**src/shared/nacd_defs.svh**
```systemverilog
// offsets, field positions, reset values and codes of the decoder block
`ifndef NACD_DEFS_SVH
`define NACD_DEFS_SVH

// ==========================================================================
// register map (byte addresses)
`define NACD_CTRL_OFS       32'h0000_0000
`define NACD_STAT_OFS       32'h0000_0004
`define NACD_ADDR_MSB       7

// ==========================================================================
// control register fields
`define NACD_CTRL_INSTR_LSB 0
`define NACD_CTRL_INSTR_MSB 3
`define NACD_CTRL_TEST_BIT  4
`define NACD_CTRL_TSEL_BIT  5
`define NACD_CTRL_RST       6'h00

// ==========================================================================
// status register fields
`define NACD_STAT_SRC_LSB   0
`define NACD_STAT_FILE_BIT  2
`define NACD_STAT_DIR_BIT   3
`define NACD_STAT_LDN_BIT   4
`define NACD_STAT_CEN_BIT   5
`define NACD_STAT_MAP_BIT   6
`define NACD_STAT_PL_BIT    7
`define NACD_STAT_TEST_BIT  8
`define NACD_STAT_INSTR_LSB 12

// ==========================================================================
// control output reset: sources direct, stack and counter hold
`define NACD_CTL_RST        8'hFC

// ==========================================================================
// bus codes
`define NACD_HTRANS_NONSEQ  2'h2
`define NACD_HTRANS_SEQ     2'h3
`define NACD_HRESP_OKAY     1'h0

`endif

```
**src/shared/nacd_pkg.sv**
```systemverilog
// types shared by the next-address control decoder files
package nacd_pkg;

    // ======================================================================
    // instruction codes, in code order 0 to 15
    typedef enum logic [3:0] {
        reset_to_zero_jump,
        cond_jump_subroutine_direct,
        jump_mapped,
        cond_jump_direct,
        push_cond_load,
        cond_call_reg_or_direct,
        cond_jump_vector,
        cond_jump_reg_or_direct,
        repeat_stack_loop,
        repeat_direct_loop,
        cond_return,
        cond_jump_and_drop,
        load_count_continue,
        test_end_loop,
        sequential_next,
        jump_direct
    } nacd_instr_e;

    // ======================================================================
    // decoder input and output bundles
    typedef struct packed {
        nacd_instr_e instr;
        logic        test;
    } nacd_cmd_s;

    typedef struct packed {
        logic source_select_high;
        logic source_select_low;
        logic stack_file_enable_n;
        logic stack_direction;
        logic loop_counter_load_n;
        logic loop_counter_count_n;
        logic map_source_enable_n;
        logic pipeline_source_enable_n;
    } nacd_ctl_s;

endpackage

```
**src/verilog/nacd_core.sv**
```systemverilog
// combinational next-address control decode core
`timescale 1ns/1ps
module nacd_core (
    input  wire nacd_pkg::nacd_cmd_s i_cmd,
    output      nacd_pkg::nacd_ctl_s o_ctl
);
    import nacd_pkg::*;

    // ======================================================================
    // truth table
    // msb first: sources, stack, counter, then the two source enables
    function automatic nacd_ctl_s nacd_decode(input nacd_cmd_s c);
        nacd_ctl_s r;
        logic      t;
        t = c.test;
        r = 8'hFC;
        r.source_select_high       = 1'b0;
        r.source_select_low        = 1'b0;
        r.map_source_enable_n      = 1'b1;
        r.pipeline_source_enable_n = 1'b0;
        unique case (c.instr)
            reset_to_zero_jump: begin
                {r.source_select_high, r.source_select_low} = 2'h3;
                r.loop_counter_load_n  = 1'b0;
                r.loop_counter_count_n = 1'b0;
            end
            cond_jump_subroutine_direct: begin
                {r.source_select_high, r.source_select_low} = {t, t};
                r.stack_file_enable_n = ~t;
            end
            jump_mapped: begin
                {r.source_select_high, r.source_select_low} = 2'h3;
                r.map_source_enable_n      = 1'b0;
                r.pipeline_source_enable_n = 1'b1;
            end
            cond_jump_direct: begin
                {r.source_select_high, r.source_select_low} = {t, t};
            end
            push_cond_load: begin
                r.stack_file_enable_n = 1'b0;
                r.loop_counter_load_n = ~t;
            end
            cond_call_reg_or_direct: begin
                {r.source_select_high, r.source_select_low} = {t, 1'b1};
                r.stack_file_enable_n = 1'b0;
            end
            cond_jump_vector: begin
                {r.source_select_high, r.source_select_low} = {t, t};
                r.pipeline_source_enable_n = 1'b1;
            end
            cond_jump_reg_or_direct: begin
                {r.source_select_high, r.source_select_low} = {t, 1'b1};
            end
            repeat_stack_loop: begin
                // low test: stack top and decrement; high: pop and fall out
                {r.source_select_high, r.source_select_low} = {~t, 1'b0};
                r.stack_file_enable_n  = ~t;
                r.stack_direction      = ~t;
                r.loop_counter_count_n = t;
            end
            repeat_direct_loop: begin
                {r.source_select_high, r.source_select_low} = {~t, ~t};
                r.loop_counter_count_n = t;
            end
            cond_return: begin
                {r.source_select_high, r.source_select_low} = {t, 1'b0};
                r.stack_file_enable_n = ~t;
                r.stack_direction     = ~t;
            end
            cond_jump_and_drop: begin
                {r.source_select_high, r.source_select_low} = {t, t};
                r.stack_file_enable_n = ~t;
                r.stack_direction     = ~t;
            end
            load_count_continue: begin
                r.loop_counter_load_n = 1'b0;
            end
            test_end_loop: begin
                {r.source_select_high, r.source_select_low} = {~t, 1'b0};
                r.stack_file_enable_n = ~t;
                r.stack_direction     = ~t;
            end
            sequential_next: begin
                r.pipeline_source_enable_n = 1'b0;
            end
            jump_direct: begin
                {r.source_select_high, r.source_select_low} = 2'h3;
            end
        endcase
        return r;
    endfunction

    // no storage here: pure gates between command and controls
    assign o_ctl = nacd_decode(i_cmd);

endmodule // nacd_core

```
**src/verilog/nacd_top.sv**
```systemverilog
// next-address control decoder with ahb-lite control and status registers
//
// Operation
// - zero jump: direct, hold, counter both low
// - subroutine call: low pc, high direct push
// - mapped jump: direct, map on, pipeline off
// - conditional jump: low pc, high direct
// - call register/direct always pushes, low register
// - push always, load counter on high test
// - vector jump: pc/direct, map and pipeline off
// - jump register on low, direct on high
// - stack loop: low top+decrement, high pc+pop
// - direct loop: low direct+decrement, high pc
// - return: low pc hold, high top+pop
// - jump and drop: low pc, high direct+pop
// - load counter, continue with pc
// - end loop: low top, high pc+pop
// - continue: pc, all held, pipeline on
// - jump: direct, all held, pipeline on
// - source select codes pc/reg/stack/direct
// - stack enable high holds, low+high pushes
// - counter codes hold, load, decrement
// - sixteen instructions from code and test
// - decode core is combinational, o_ctl is registered one cycle later
`timescale 1ns/1ps
`include "nacd_defs.svh"
module nacd_top (
    input  wire logic                i_clk_sys,
    input  wire logic                i_rst,
    input  wire logic                i_test_cond,
    input  wire logic                i_hsel,
    input  wire logic [31:0]         i_haddr,
    input  wire logic [1:0]          i_htrans,
    input  wire logic                i_hwrite,
    input  wire logic [2:0]          i_hsize,
    input  wire logic [31:0]         i_hwdata,
    input  wire logic                i_hready,
    output      logic [31:0]         o_hrdata,
    output      logic                o_hreadyout,
    output      logic                o_hresp,
    output      nacd_pkg::nacd_ctl_s o_ctl
);
    import nacd_pkg::*;

    // ======================================================================
    // test pin synchroniser
    logic      test_meta;
    logic      test_sync;
    logic      next_test_meta;
    logic      next_test_sync;

    always_comb begin
        next_test_meta = i_test_cond;
        next_test_sync = test_meta;
    end

    always_ff @(posedge i_clk_sys or posedge i_rst) begin
        if (i_rst) begin
            test_meta <= 1'b0;
            test_sync <= 1'b0;
        end else begin
            test_meta <= next_test_meta;
            test_sync <= next_test_sync;
        end
    end

    // ======================================================================
    // bus address phase capture
    logic       ap_valid;
    logic       dp_write;
    logic [7:0] dp_addr;
    logic       next_dp_write;
    logic [7:0] next_dp_addr;

    assign ap_valid = i_hsel && i_hready &&
                      (i_htrans == `NACD_HTRANS_NONSEQ ||
                       i_htrans == `NACD_HTRANS_SEQ);

    always_comb begin
        next_dp_write = ap_valid && i_hwrite;
        next_dp_addr  = ap_valid ? i_haddr[`NACD_ADDR_MSB:0] : dp_addr;
    end

    always_ff @(posedge i_clk_sys or posedge i_rst) begin
        if (i_rst) begin
            dp_write <= 1'b0;
            dp_addr  <= 8'h00;
        end else begin
            dp_write <= next_dp_write;
            dp_addr  <= next_dp_addr;
        end
    end

    // ======================================================================
    // control register: instruction, soft test bit, test source select
    logic [5:0] ctrl;
    logic [5:0] next_ctrl;

    always_comb begin
        next_ctrl = ctrl;
        if (dp_write && {24'h000000, dp_addr} == `NACD_CTRL_OFS) begin
            next_ctrl = i_hwdata[5:0];
        end
    end

    always_ff @(posedge i_clk_sys or posedge i_rst) begin
        if (i_rst) begin
            ctrl <= `NACD_CTRL_RST;
        end else begin
            ctrl <= next_ctrl;
        end
    end

    // ======================================================================
    // decode
    nacd_cmd_s cmd;
    nacd_ctl_s dec;

    always_comb begin
        cmd.instr = nacd_instr_e'(ctrl[`NACD_CTRL_INSTR_MSB:
                                       `NACD_CTRL_INSTR_LSB]);
        // pin test is used only when selected; soft bit aids bring-up
        cmd.test  = ctrl[`NACD_CTRL_TSEL_BIT] ? test_sync
                                               : ctrl[`NACD_CTRL_TEST_BIT];
    end

    nacd_core u_core (
        .i_cmd (cmd),
        .o_ctl (dec)
    );

    // ======================================================================
    // outputs and read data, all registered
    // trade-off: one cycle of latency buys glitch-free output pins
    logic [31:0] stat;
    nacd_ctl_s   next_ctl;
    logic [31:0] next_hrdata;

    always_comb begin
        stat = 32'h0000_0000;
        stat[`NACD_STAT_SRC_LSB+1] = dec.source_select_high;
        stat[`NACD_STAT_SRC_LSB]   = dec.source_select_low;
        stat[`NACD_STAT_FILE_BIT]  = dec.stack_file_enable_n;
        stat[`NACD_STAT_DIR_BIT]   = dec.stack_direction;
        stat[`NACD_STAT_LDN_BIT]   = dec.loop_counter_load_n;
        stat[`NACD_STAT_CEN_BIT]   = dec.loop_counter_count_n;
        stat[`NACD_STAT_MAP_BIT]   = dec.map_source_enable_n;
        stat[`NACD_STAT_PL_BIT]    = dec.pipeline_source_enable_n;
        stat[`NACD_STAT_TEST_BIT]  = cmd.test;
        stat[`NACD_STAT_INSTR_LSB +: 4] = cmd.instr;
        next_ctl    = dec;
        next_hrdata = o_hrdata;
        if (ap_valid && !i_hwrite) begin
            // unmapped reads answer zero
            if (i_haddr == `NACD_CTRL_OFS) begin
                next_hrdata = {26'h0000000, next_ctrl};
            end else if (i_haddr == `NACD_STAT_OFS) begin
                next_hrdata = stat;
            end else begin
                next_hrdata = 32'h0000_0000;
            end
        end
    end

    always_ff @(posedge i_clk_sys or posedge i_rst) begin
        if (i_rst) begin
            o_ctl       <= `NACD_CTL_RST;
            o_hrdata    <= 32'h0000_0000;
            o_hreadyout <= 1'b0;
            o_hresp     <= `NACD_HRESP_OKAY;
        end else begin
            o_ctl       <= next_ctl;
            o_hrdata    <= next_hrdata;
            o_hreadyout <= 1'b1;
            o_hresp     <= `NACD_HRESP_OKAY;
        end
    end

endmodule // nacd_top
```
**config.mk**
```make
export PLATFORM = sky130hd
export DESIGN_NAME = nacd_top
export DESIGN_NICKNAME = d
export VERILOG_FILES = /design/src/shared/nacd_pkg.sv /design/src/verilog/nacd_core.sv /design/src/verilog/nacd_top.sv
export VERILOG_INCLUDE_DIRS = /design/src /design/src/shared
export SDC_FILE = /design/constraint.sdc
export NUM_CORES = 1
export LEC_CHECK = 0
export BUFFER_PORTS_ARGS = -buffer_cell sky130_fd_sc_hd__buf_2
export CORE_AREA = 2 2 74 76
export CTS_BUF_LIST = sky130_fd_sc_hd__clkbuf_8
export DETAILED_ROUTE_END_ITERATION = 7
export DIE_AREA = 0 0 76 78
export PLACE_DENSITY = 0.77
export SETUP_SLACK_MARGIN = 0.15
export SLEW_MARGIN = 5
export SYNTH_ARGS = -nofsm -noshare
export SYNTH_HDL_FRONTEND = slang
export SYNTH_HIERARCHICAL = 1
export SYNTH_SLANG_ARGS = --single-unit
export TNS_END_PERCENT = 1
```
**constraint.sdc**
```tcl
create_clock -name i_clk_sys -period 4.15 [get_ports i_clk_sys]
set_clock_uncertainty 0.15 [all_clocks]
set_input_delay 0.83 -clock i_clk_sys [delete_from_list [all_inputs] [get_ports i_clk_sys]]
set_output_delay 0.83 -clock i_clk_sys [all_outputs]
set_load 0.02 [all_outputs]
```
==> flow_summary_export.csv, run 1 <==
group,metric,value,unit
synthesis,yosysTopAreaCellShare,41.3,%
synthesis,syn_area_per_cell,10.3,um^2
critical_path,crit_chain,"buf_2, nand3_1, nand2b_1, a21oi_1, a32o_1",
critical_path,slowest_stage,"nand2b_1",
finish,syn_to_final_growth,17.7,%
floorplan,coreArea,0.00504,mm^2
finish,diodes,0,
synthesis,syn_inst,194,
timing,fin_setup_tns,0,ns
pwr,power-per-cell-area,342,mW/mm^2
timing,slew_violations,0,
routing,wl_per_cell,12.4,um
global_route,grt_pass1_vias,1423,
min_path,hold_class,"flip-flop to flip-flop",
timing,worst-slew-pin-transition,0.665,ns
cts,htreeDepth,2,
synthesis,async_flop_share,100,%
place,place_ws,1.54,ns
routing,ant_nets,0,
place,portBuffers,66,
critical_path,path_max_fanout,19,
floorplan,ioPinCount,117,
cts,root_buffer,"clkbuf_8",
routing,vias_per_cell,4.69,
critical_path,critical_path.top_delay_family,"simple AND/OR/NAND/NOR gates",
timing,fin_ws,1.84,ns
routing,firstDrtPassIters,4,
synthesis,synthFlopType,"dfrtp_1",
finish,drive_above_1_share,35.4,%
synthesis,yosys.area.top_type,"dfrtp_1",
timing,period_needed,2.31,ns
routing,drc,0,
cts,cts_buffer_depth,2,
cts,clk_latency,0.28,ns
synthesis,yosysSeqAreaShare,49.2,%
synthesis,yosysWarnings,6,
synthesis,yosys_register_bits,39,
finish,nets,331,
cts,cts_hold_buf,0,
critical_path,worstSetupPathType,"primary input to flip-flop",
synthesis,synth_edf_count,0,
cts,path_clk_slew,0.07,ns
floorplan,initial_utilization,39.6,%
synthesis,yosys-top-cells-area,"dfrtp_1 41%, buf_4 8.3%, dfstp_2 7.9%, mux2_2 6.2%, nor2_1 3.2%",
run,maxCapViolCount,0,
timing,timing.max_slew.rel_slack,55.6,%
global_route,grt_use_total,14.2,%
timing,setup_viol,0,
timing,period_share,55.6,%
place,gp_congestion,0.822,
floorplan,die_area,0.00593,mm^2
run_status,status,"completed",
synthesis,synth_cell_types,35,
finish,n_fill_cell,495,
critical_path,endpoint_kind,"flip-flop",
place,place_hpwl,3050,um
cts,numCtsBuffers,5,
floorplan,placementRows,26,
critical_path,cp_slowest_stage_delay,0.60,ns
cts,ctsResizeCount,0,
timing,rsz0062_at_grt,"false",
global_route,grt.overflow.total,0,
cts,cts_tree,"done",
global_route,grt_max_degree,40,
pwr,p_leak,1.18,nW
timing,fmax,0.433,GHz
routing,via_count,1533,
cts,numClockSinks,39,
cts,cts_post_setup_buffers_inserted,0,
pwr,peakVddDrop,0.175,mV
routing,drtIter0Drc,89,
global_route,antenna_found_initial,0,
routing,routed_wl,4050,um
synthesis,netlist_area,0.00200,mm^2
critical_path,worstSetupStartpointType,"primary input",
critical_path,arrival,2.31,ns
timing,hold_viol_final,0,
global_route,grt_pass1_wl,6600,um
floorplan,die_y,78,um
critical_path,path_buf_inv,1,
floorplan,die_x,76,um
critical_path,required,4.16,ns
==> report_power, final <==
| group | internal [mW] | switching, mW | total (mW) |
|---|---|---|---|
| clock network | 0.112 | 0.114 | 0.226 |
| logic | 0.0576 | 0.0835 | 0.141 |
| registers | 0.417 | 0.0195 | 0.437 |
| total | 0.587 | 0.217 | 0.804 |
==> Yosys cell counts, types with 3 or more instances <==
library cell	n
dfrtp_1	33
buf_4	22
nor2_1	17
nand2_1	14
mux2_2	11
inv_1	9
a21oi_1	8
nor4_1	8
o21ai_0	8
clkbuf_1	7
a32o_1	6
dfstp_2	6
mux2i_1	6
nand2b_1	6
mux2_1	4
a211oi_1	3
nand3_1	3
==> metal layers <==
| metal | vias up | global-route usage [%] | share of wire (%) | wire [um] |
|---|---|---|---|---|
| li1 | 753 | - | - | - |
| met1 | 703 | 17.1 | 41 | 1640 |
| met2 | 75 | 24.5 | 51 | 2060 |
| met3 | 2 | 4.30 | 8.1 | 328 |
| met4 | 0 | 4.18 | 0.42 | 17 |
| met5 | - | 0 | 0 | 0 |
==> final timing paths <==
path                       slack [ns]  cells past startpoint           start           end
setup / recovery                 1.84                      5          i_hsel   o_hrdata[2]
hold / removal                   0.20                      0  next_test_sync     test_sync
setup reg to reg                 2.08                      4      dp_addr[2]   o_hrdata[2]
hold reg to reg                  0.20                      0  next_test_sync     test_sync
max in group asynchronous        2.99                      3           i_rst      o_ctl[5]
min in group asynchronous        0.51                      3           i_rst  o_hrdata[15]
==> registers in the layout, summed over array words and instances, names as in the netlist <==
name and count:
dp_addr 8, test_sync 1, o_hreadyout 1, dp_write 1, o_ctl 8, ctrl 6
next_test_sync 1, o_hrdata 13
==> through the flow <==
stage                     cells  total power, mW  hold slack [ns]  cell area (um^2)  utilization [%]
after floorplan             213            0.552            0.181              2070                -
after global placement      319            0.581            0.181              2270             45.1
after detailed placement    319            0.585            0.186              2270             45.1
after CTS                   327            0.816            0.202              2350             46.7
after global routing        327            0.853            0.212              2350             46.7
final                       327            0.804            0.200              2350             46.7
==> worst reg2reg max path: cells and delay by family (launching register included) <==
family             cells  cell delay, ns
muxes                  1            0.20
AOI/OAI and AO/OA      1            0.29
and+or+nand+nor        2            0.91
DFF                    1            0.39
==> logic make-up (layout without fill, tap and decap cells) <==
kind of cell	after synthesis	after routing	share of synthesized area, %
simple gates	60	60	15.2
buf+inv	41	85	13.0
flops	39	39	49.2
compound gates	29	29	9.83
mux	21	21	11.5
other cells	2	21	0.376
xor+xnor	2	2	0.877
==> layout by cell type (no fill, tap or decap), types with 6 or more instances in the layout <==
| master | netlist | layout |
|---|---|---|
| nand2b_1 | 6 | 6 |
| nand2_1 | 14 | 14 |
| nor2_1 | 17 | 17 |
| dfrtp_1 | 33 | 33 |
| mux2i_1 | 6 | 6 |
| o21ai_0 | 8 | 8 |
| inv_1 | 9 | 12 |
| conb_1 | 2 | 21 |
| a21oi_1 | 8 | 8 |
| nor4_1 | 8 | 8 |
| dfstp_2 | 6 | 6 |
| buf_2 | 0 | 66 |
| mux2_2 | 11 | 11 |
| a32o_1 | 6 | 6 |
==> final cells by class <==
class                   instances  area [um^2]  share of cell area [%]
flip-flops and latches         39          983                    41.8
repair buffers                 67          338                    14.4
well taps                      70         87.6                    3.72
multi-input cells             133          826                    35.1
inverters                      10         37.5                    1.60
clock buffers                   5         68.8                    2.93
clock inverters                 3         11.3                   0.479
Note: power is estimated with default switching activity, not from simulation.
==> run 2, diff against run 1 <==
- clock period: 4.15 -> 2.3 ns (I/O delays scaled with it)
==> flow_summary_export.csv, run 2 (synthesized netlist as in run 1, its figures left out) <==
group,metric,value,unit
finish,final_common_cell,"buf_2",
timing,fin_ws,0.320,ns
place,place_ws,0.338,ns
min_path,hold_class,"primary input to async pin",
cts,clk_latency,0.29,ns
routing,via_count,1521,
global_route,antenna_found_initial,0,
timing,rsz0062_at_grt,"false",
finish,fin_cells,330,
finish,multi_input_area,826,um^2
cts,root_buffer,"clkbuf_8",
floorplan,coreArea,0.00504,mm^2
timing,fmax,0.505,GHz
floorplan,die_y,78,um
global_route,grt.overflow.total,0,
floorplan,initial_utilization,39.6,%
finish,layout_common_cells,"66 x buf_2, 33 x dfrtp_1, 21 x conb_1",
place,dp.cells,322,
finish,reg.largest.list,"o_hrdata x13, dp_addr x8, o_ctl x8",
critical_path,slowest_stage,"mux2_2",
cts,htreeDepth,2,
place,place_hpwl,3090,um
floorplan,die_x,76,um
finish,syn_to_final_growth,19.8,%
critical_path,path_max_fanout,9,
place,portBuffers,66,
critical_path,required,2.37,ns
floorplan,placementRows,26,
timing,period_needed,1.98,ns
finish,diodes,0,
timing,period_share,86.1,%
cts,numClockSinks,39,
critical_path,endpoint_kind,"flip-flop",
cts,cts_post_setup_buffers_inserted,0,
finish,largest_register,"o_hrdata",
cts,cts_buffer_depth,2,
routing,drc,0,
finish,register_area,983,um^2
critical_path,cp_slowest_stage_delay,0.43,ns
timing,fin_setup_tns,0,ns
cts,cts_hold_buf,0,
pwr,peakVddDrop,0.307,mV
routing,firstDrtPassIters,4,
pwr,power-per-cell-area,641,mW/mm^2
routing,drtIter0Drc,92,
pwr,p_leak,1.20,nW
timing,hold_viol_final,0,
routing,ant_nets,0,
cts,ctsResizeCount,0,
timing,slew_violations,0,
finish,largest_reg_flops,13,
global_route,grt_pass1_wl,6490,um
routing,routed_wl,4030,um
finish,nets,334,
floorplan,die_area,0.00593,mm^2
critical_path,crit_chain,"mux2_2, and3_1, a211oi_1, inv_1, a21oi_1, a32o_1",
finish,final_util,47.5,%
cts,path_clk_slew,0.07,ns
cts,cts_tree,"done",
critical_path,arrival,2.05,ns
cts,numCtsBuffers,5,
run,maxCapViolCount,0,
finish,drive_above_1_share,36.9,%
routing,wl_per_cell,12.2,um
floorplan,ioPinCount,117,
global_route,grt_pass1_vias,1347,
place,gp_congestion,0.841,
timing,setup_viol,0,
run_status,status,"completed",
routing,vias_per_cell,4.61,
global_route,grt_use_total,13.9,%
finish,n_fill_cell,483,
critical_path,worstSetupStartpointType,"flip-flop",
critical_path,worstSetupPathType,"flip-flop to flip-flop",
global_route,grt_max_degree,40,
==> run 2: changes by cell type in the layout (fill, tap and decap cells not counted), sizes merged <==
| cell | before | now |
|---|---|---|
| buf | 67 | 70 |
| clkbuf | 5 | 7 |
| inv | 13 | 11 |
==> run 2: per-stage QoR <==
step / power (mW) / cell area (um^2) / hold slack (ns)
after floorplan: 0.996 / 2070 / 0.181
after global routing: 1.61 / 2390 / 0.107
after detailed placement: 1.06 / 2290 / 0.195
after global placement: 1.05 / 2290 / 0.182
final: 1.53 / 2390 / 0.113
after CTS: 1.56 / 2390 / 0.107
==> run 2: layer usage <==
| metal | wire length [um] | global-route usage (%) |
|---|---|---|
| met5 | 0 | 0 |
| met4 | 30 | 4.36 |
| met3 | 333 | 4.53 |
| met2 | 1950 | 23.0 |
| met1 | 1720 | 17.3 |
==> run 2: report_power, final <==
group,internal [mW],switching (mW)
Clock,0.269,0.224
Combinational,0.105,0.149
Sequential,0.753,0.0354
==> run 2: cell type report <==
| cell class | instances | share of cell area (%) |
|---|---|---|
| well taps | 70 | 3.66 |
| repair buffers | 70 | 15.0 |
| inverters | 10 | 1.57 |
| clock buffers | 7 | 4.02 |
| clock inverters | 1 | 0.157 |
| flip-flops and latches | 39 | 41.1 |
| multi-input cells | 133 | 34.5 |
==> run 2: worst paths after layout <==
check / startpoint / cells after the start / slack, ns / endpoint
setup / recovery: ctrl[5] / 6 / 0.32 / o_hrdata[1]
max in group asynchronous: i_rst / 3 / 1.53 / o_ctl[2]
hold reg to reg: next_test_sync / 0 / 0.21 / test_sync
min in group i_clk_sys: i_test_cond / 1 / 0.12 / next_test_sync
hold / removal: i_rst / 3 / 0.11 / o_hrdata[6]
setup reg to reg: ctrl[5] / 6 / 0.32 / o_hrdata[1]
==> run 2: worst max-delay path, delay by kind of cell, from the launching register on <==
kind                   cells  cell delay, ns
AO/OA/AOI/OAI              3            0.66
buffers and inverters      1            0.09
multiplexers               1            0.43
flip-flops                 1            0.38
AND/OR/NAND/NOR            1            0.21
==> run 3, diff against run 2 <==
- ABC_AREA: not set -> 1
- CORE_AREA: 2 2 74 76 -> 2 2 75 77
- DIE_AREA: 0 0 76 78 -> 0 0 77 79
- SKIP_CTS_REPAIR_TIMING: not set -> 1
==> flow_summary_export.csv, run 3 <==
group,metric,value,unit
run_status,status,"completed",
global_route,grt_use_total,15.4,%
finish,reg.largest.list,"o_hrdata x13, dp_addr x8, o_ctl x8",
pwr,peakVddDrop,0.268,mV
synthesis,yosys-top-cells-area,"dfrtp_1 40%, nand2_1 18%, dfstp_2 7.6%, buf_4 7.3%, nor2_1 5.8%",
finish,n_fill_cell,559,
critical_path,endpoint_kind,"flip-flop",
synthesis,synthTopCellsByCount,"97 x nand2_1, 33 x dfrtp_1, 32 x nor2_1, 20 x buf_4, 18 x nand3_1",
timing,period_share,83.7,%
routing,vias_per_cell,4.36,
finish,diodes,0,
global_route,grt_pass1_vias,1739,
synthesis,post-synth-top-count-cell,"nand2_1",
routing,firstDrtPassIters,4,
cts,path_clk_slew,0.07,ns
finish,register_area,983,um^2
floorplan,die_y,79,um
routing,via_count,1767,
synthesis,synth_cell_types,22,
synthesis,yosys.area.top_type,"dfrtp_1",
critical_path,path_max_fanout,7,
cts,numCtsBuffers,5,
synthesis,yosysWarnings,6,
cts,cts_tree,"done",
critical_path,worstSetupStartpointType,"flip-flop",
global_route,grt_pass1_wl,7450,um
place,gp_congestion,0.865,
finish,largest_register,"o_hrdata",
global_route,grt_max_degree,40,
cts,clk_latency,0.29,ns
routing,drtIter0Drc,119,
critical_path,r2r-start,"ctrl[5]",
finish,final_common_cell,"nand2_1",
synthesis,syn_area_per_cell,7.92,um^2
synthesis,netlist_area,0.00207,mm^2
finish,largest_reg_flops,13,
timing,slew_violations,0,
synthesis,syn_inst,261,
floorplan,placementRows,27,
critical_path,slowest_stage,"dfrtp_1",
finish,syn_to_final_growth,20.6,%
timing,period_needed,1.93,ns
critical_path,critical_path.top_delay_family,"simple AND/OR/NAND/NOR gates",
routing,ant_nets,0,
critical_path,cp_slowest_stage_delay,0.40,ns
routing,wl_per_cell,10.6,um
min_path,hold_class,"primary input to flip-flop",
floorplan,coreArea,0.00534,mm^2
timing,hold_viol_final,0,
finish,nets,407,
pwr,power-per-cell-area,646,mW/mm^2
floorplan,die_area,0.00608,mm^2
finish,multi_input_area,900,um^2
min_path,min_from,"i_test_cond",
critical_path,cpMostUsedCell,"nand2_1",
place,portBuffers,66,
floorplan,initial_utilization,38.7,%
cts,cts_buffer_depth,2,
critical_path,worstSetupPathType,"flip-flop to flip-flop",
cts,numClockSinks,39,
synthesis,synth_edf_count,0,
critical_path,crit_start,"ctrl[5]",
synthesis,synthFlopType,"dfrtp_1",
run,maxCapViolCount,0,
synthesis,yosys_register_bits,39,
place,place_hpwl,3370,um
routing,drc,0,
finish,layout_common_cells,"97 x nand2_1, 66 x buf_2, 33 x dfrtp_1",
finish,drive_above_1_share,31.8,%
timing,setup_viol,0,
critical_path,path_buf_inv,2,
synthesis,yosysTopAreaCellShare,40.0,%
critical_path,crit_chain,"mux2_4, inv_1, nand2_1, nand3_1, nand2_1, nor2_1, nand3_1, inv_1, a21oi_1, nand2_1, nand2_1, nand2_1, nand2_1",
synthesis,yosysSeqAreaShare,47.6,%
cts,root_buffer,"clkbuf_8",
synthesis,async_flop_share,100,%
floorplan,die_x,77,um
timing,fmax,0.519,GHz
routing,routed_wl,4300,um
timing,fin_setup_tns,0,ns
global_route,grt.overflow.total,0,
timing,rsz0062_at_grt,"false",
timing,fin_ws,0.374,ns
pwr,p_leak,1.39,nW
critical_path,arrival,1.96,ns
global_route,antenna_found_initial,0,
floorplan,ioPinCount,117,
cts,htreeDepth,2,
place,place_ws,0.366,ns
critical_path,required,2.33,ns
run 3: cell count changes after synthesis, sizes merged, moves of 7 or more:
| cell | delta |
|---|---|
| nor2 | +23 |
| mux2 | -7 |
| nand2 | +86 |
| nor4 | -8 |
| nand3 | +15 |
| inv | +10 |
run 3: cell families after synthesis:
family / share of synthesized area [%]
other: 0.363
multiplexers: 4.36
AND/OR/NAND/NOR: 32.8
buffers and inverters: 12.5
AO/OA/AOI/OAI: 2.36
flip-flops: 47.6
run 3: stage by stage:
step	area (um^2)	hold slack (ns)	utilization, %	instances	total power [mW]
2_1_floorplan	2140	0.181	-	280	1.08
3_3_place_gp	2400	0.182	44.9	397	1.15
3_5_place_dp	2400	0.187	44.9	397	1.17
4_1_cts	2490	0.113	46.6	405	1.63
5_1_grt	2490	0.111	46.7	405	1.71
6_report	2490	0.124	46.7	405	1.61
run 3: area by class of cell:
type / instances / share of cell area, %
flip-flops and latches: 39 / 39.5
multi-input cells: 197 / 36.1
repair buffers: 69 / 14.2
well taps: 72 / 3.61
clock buffers: 6 / 3.31
inverters: 20 / 3.01
clock inverters: 2 / 0.351
run 3: final timing paths:
path	slack, ns	cells after the start	end
worst max-delay path	0.37	13	o_hrdata[1]
worst min-delay path	0.12	1	next_test_sync
worst max register to register	0.37	13	o_hrdata[1]
worst min register to register	0.20	0	test_sync
max in group asynchronous	1.51	3	o_ctl[6]
min in group asynchronous	0.13	3	o_hrdata[8]
run 3: per-layer routing:
layer / part of all wire, % / vias up / global-route usage (%) / routed length, um
met5: 0 / - / 0 / 0
met4: 1.1 / 0 / 5.89 / 48
met3: 7.8 / 4 / 3.64 / 335
met2: 50 / 73 / 27.7 / 2160
met1: 41 / 792 / 17.9 / 1760
li1: - / 898 / - / -
run 3: report_power, final:
part	total (mW)	switching, mW	internal, mW
Combinational	0.339	0.214	0.125
Clock	0.456	0.219	0.237
Sequential	0.816	0.0510	0.765
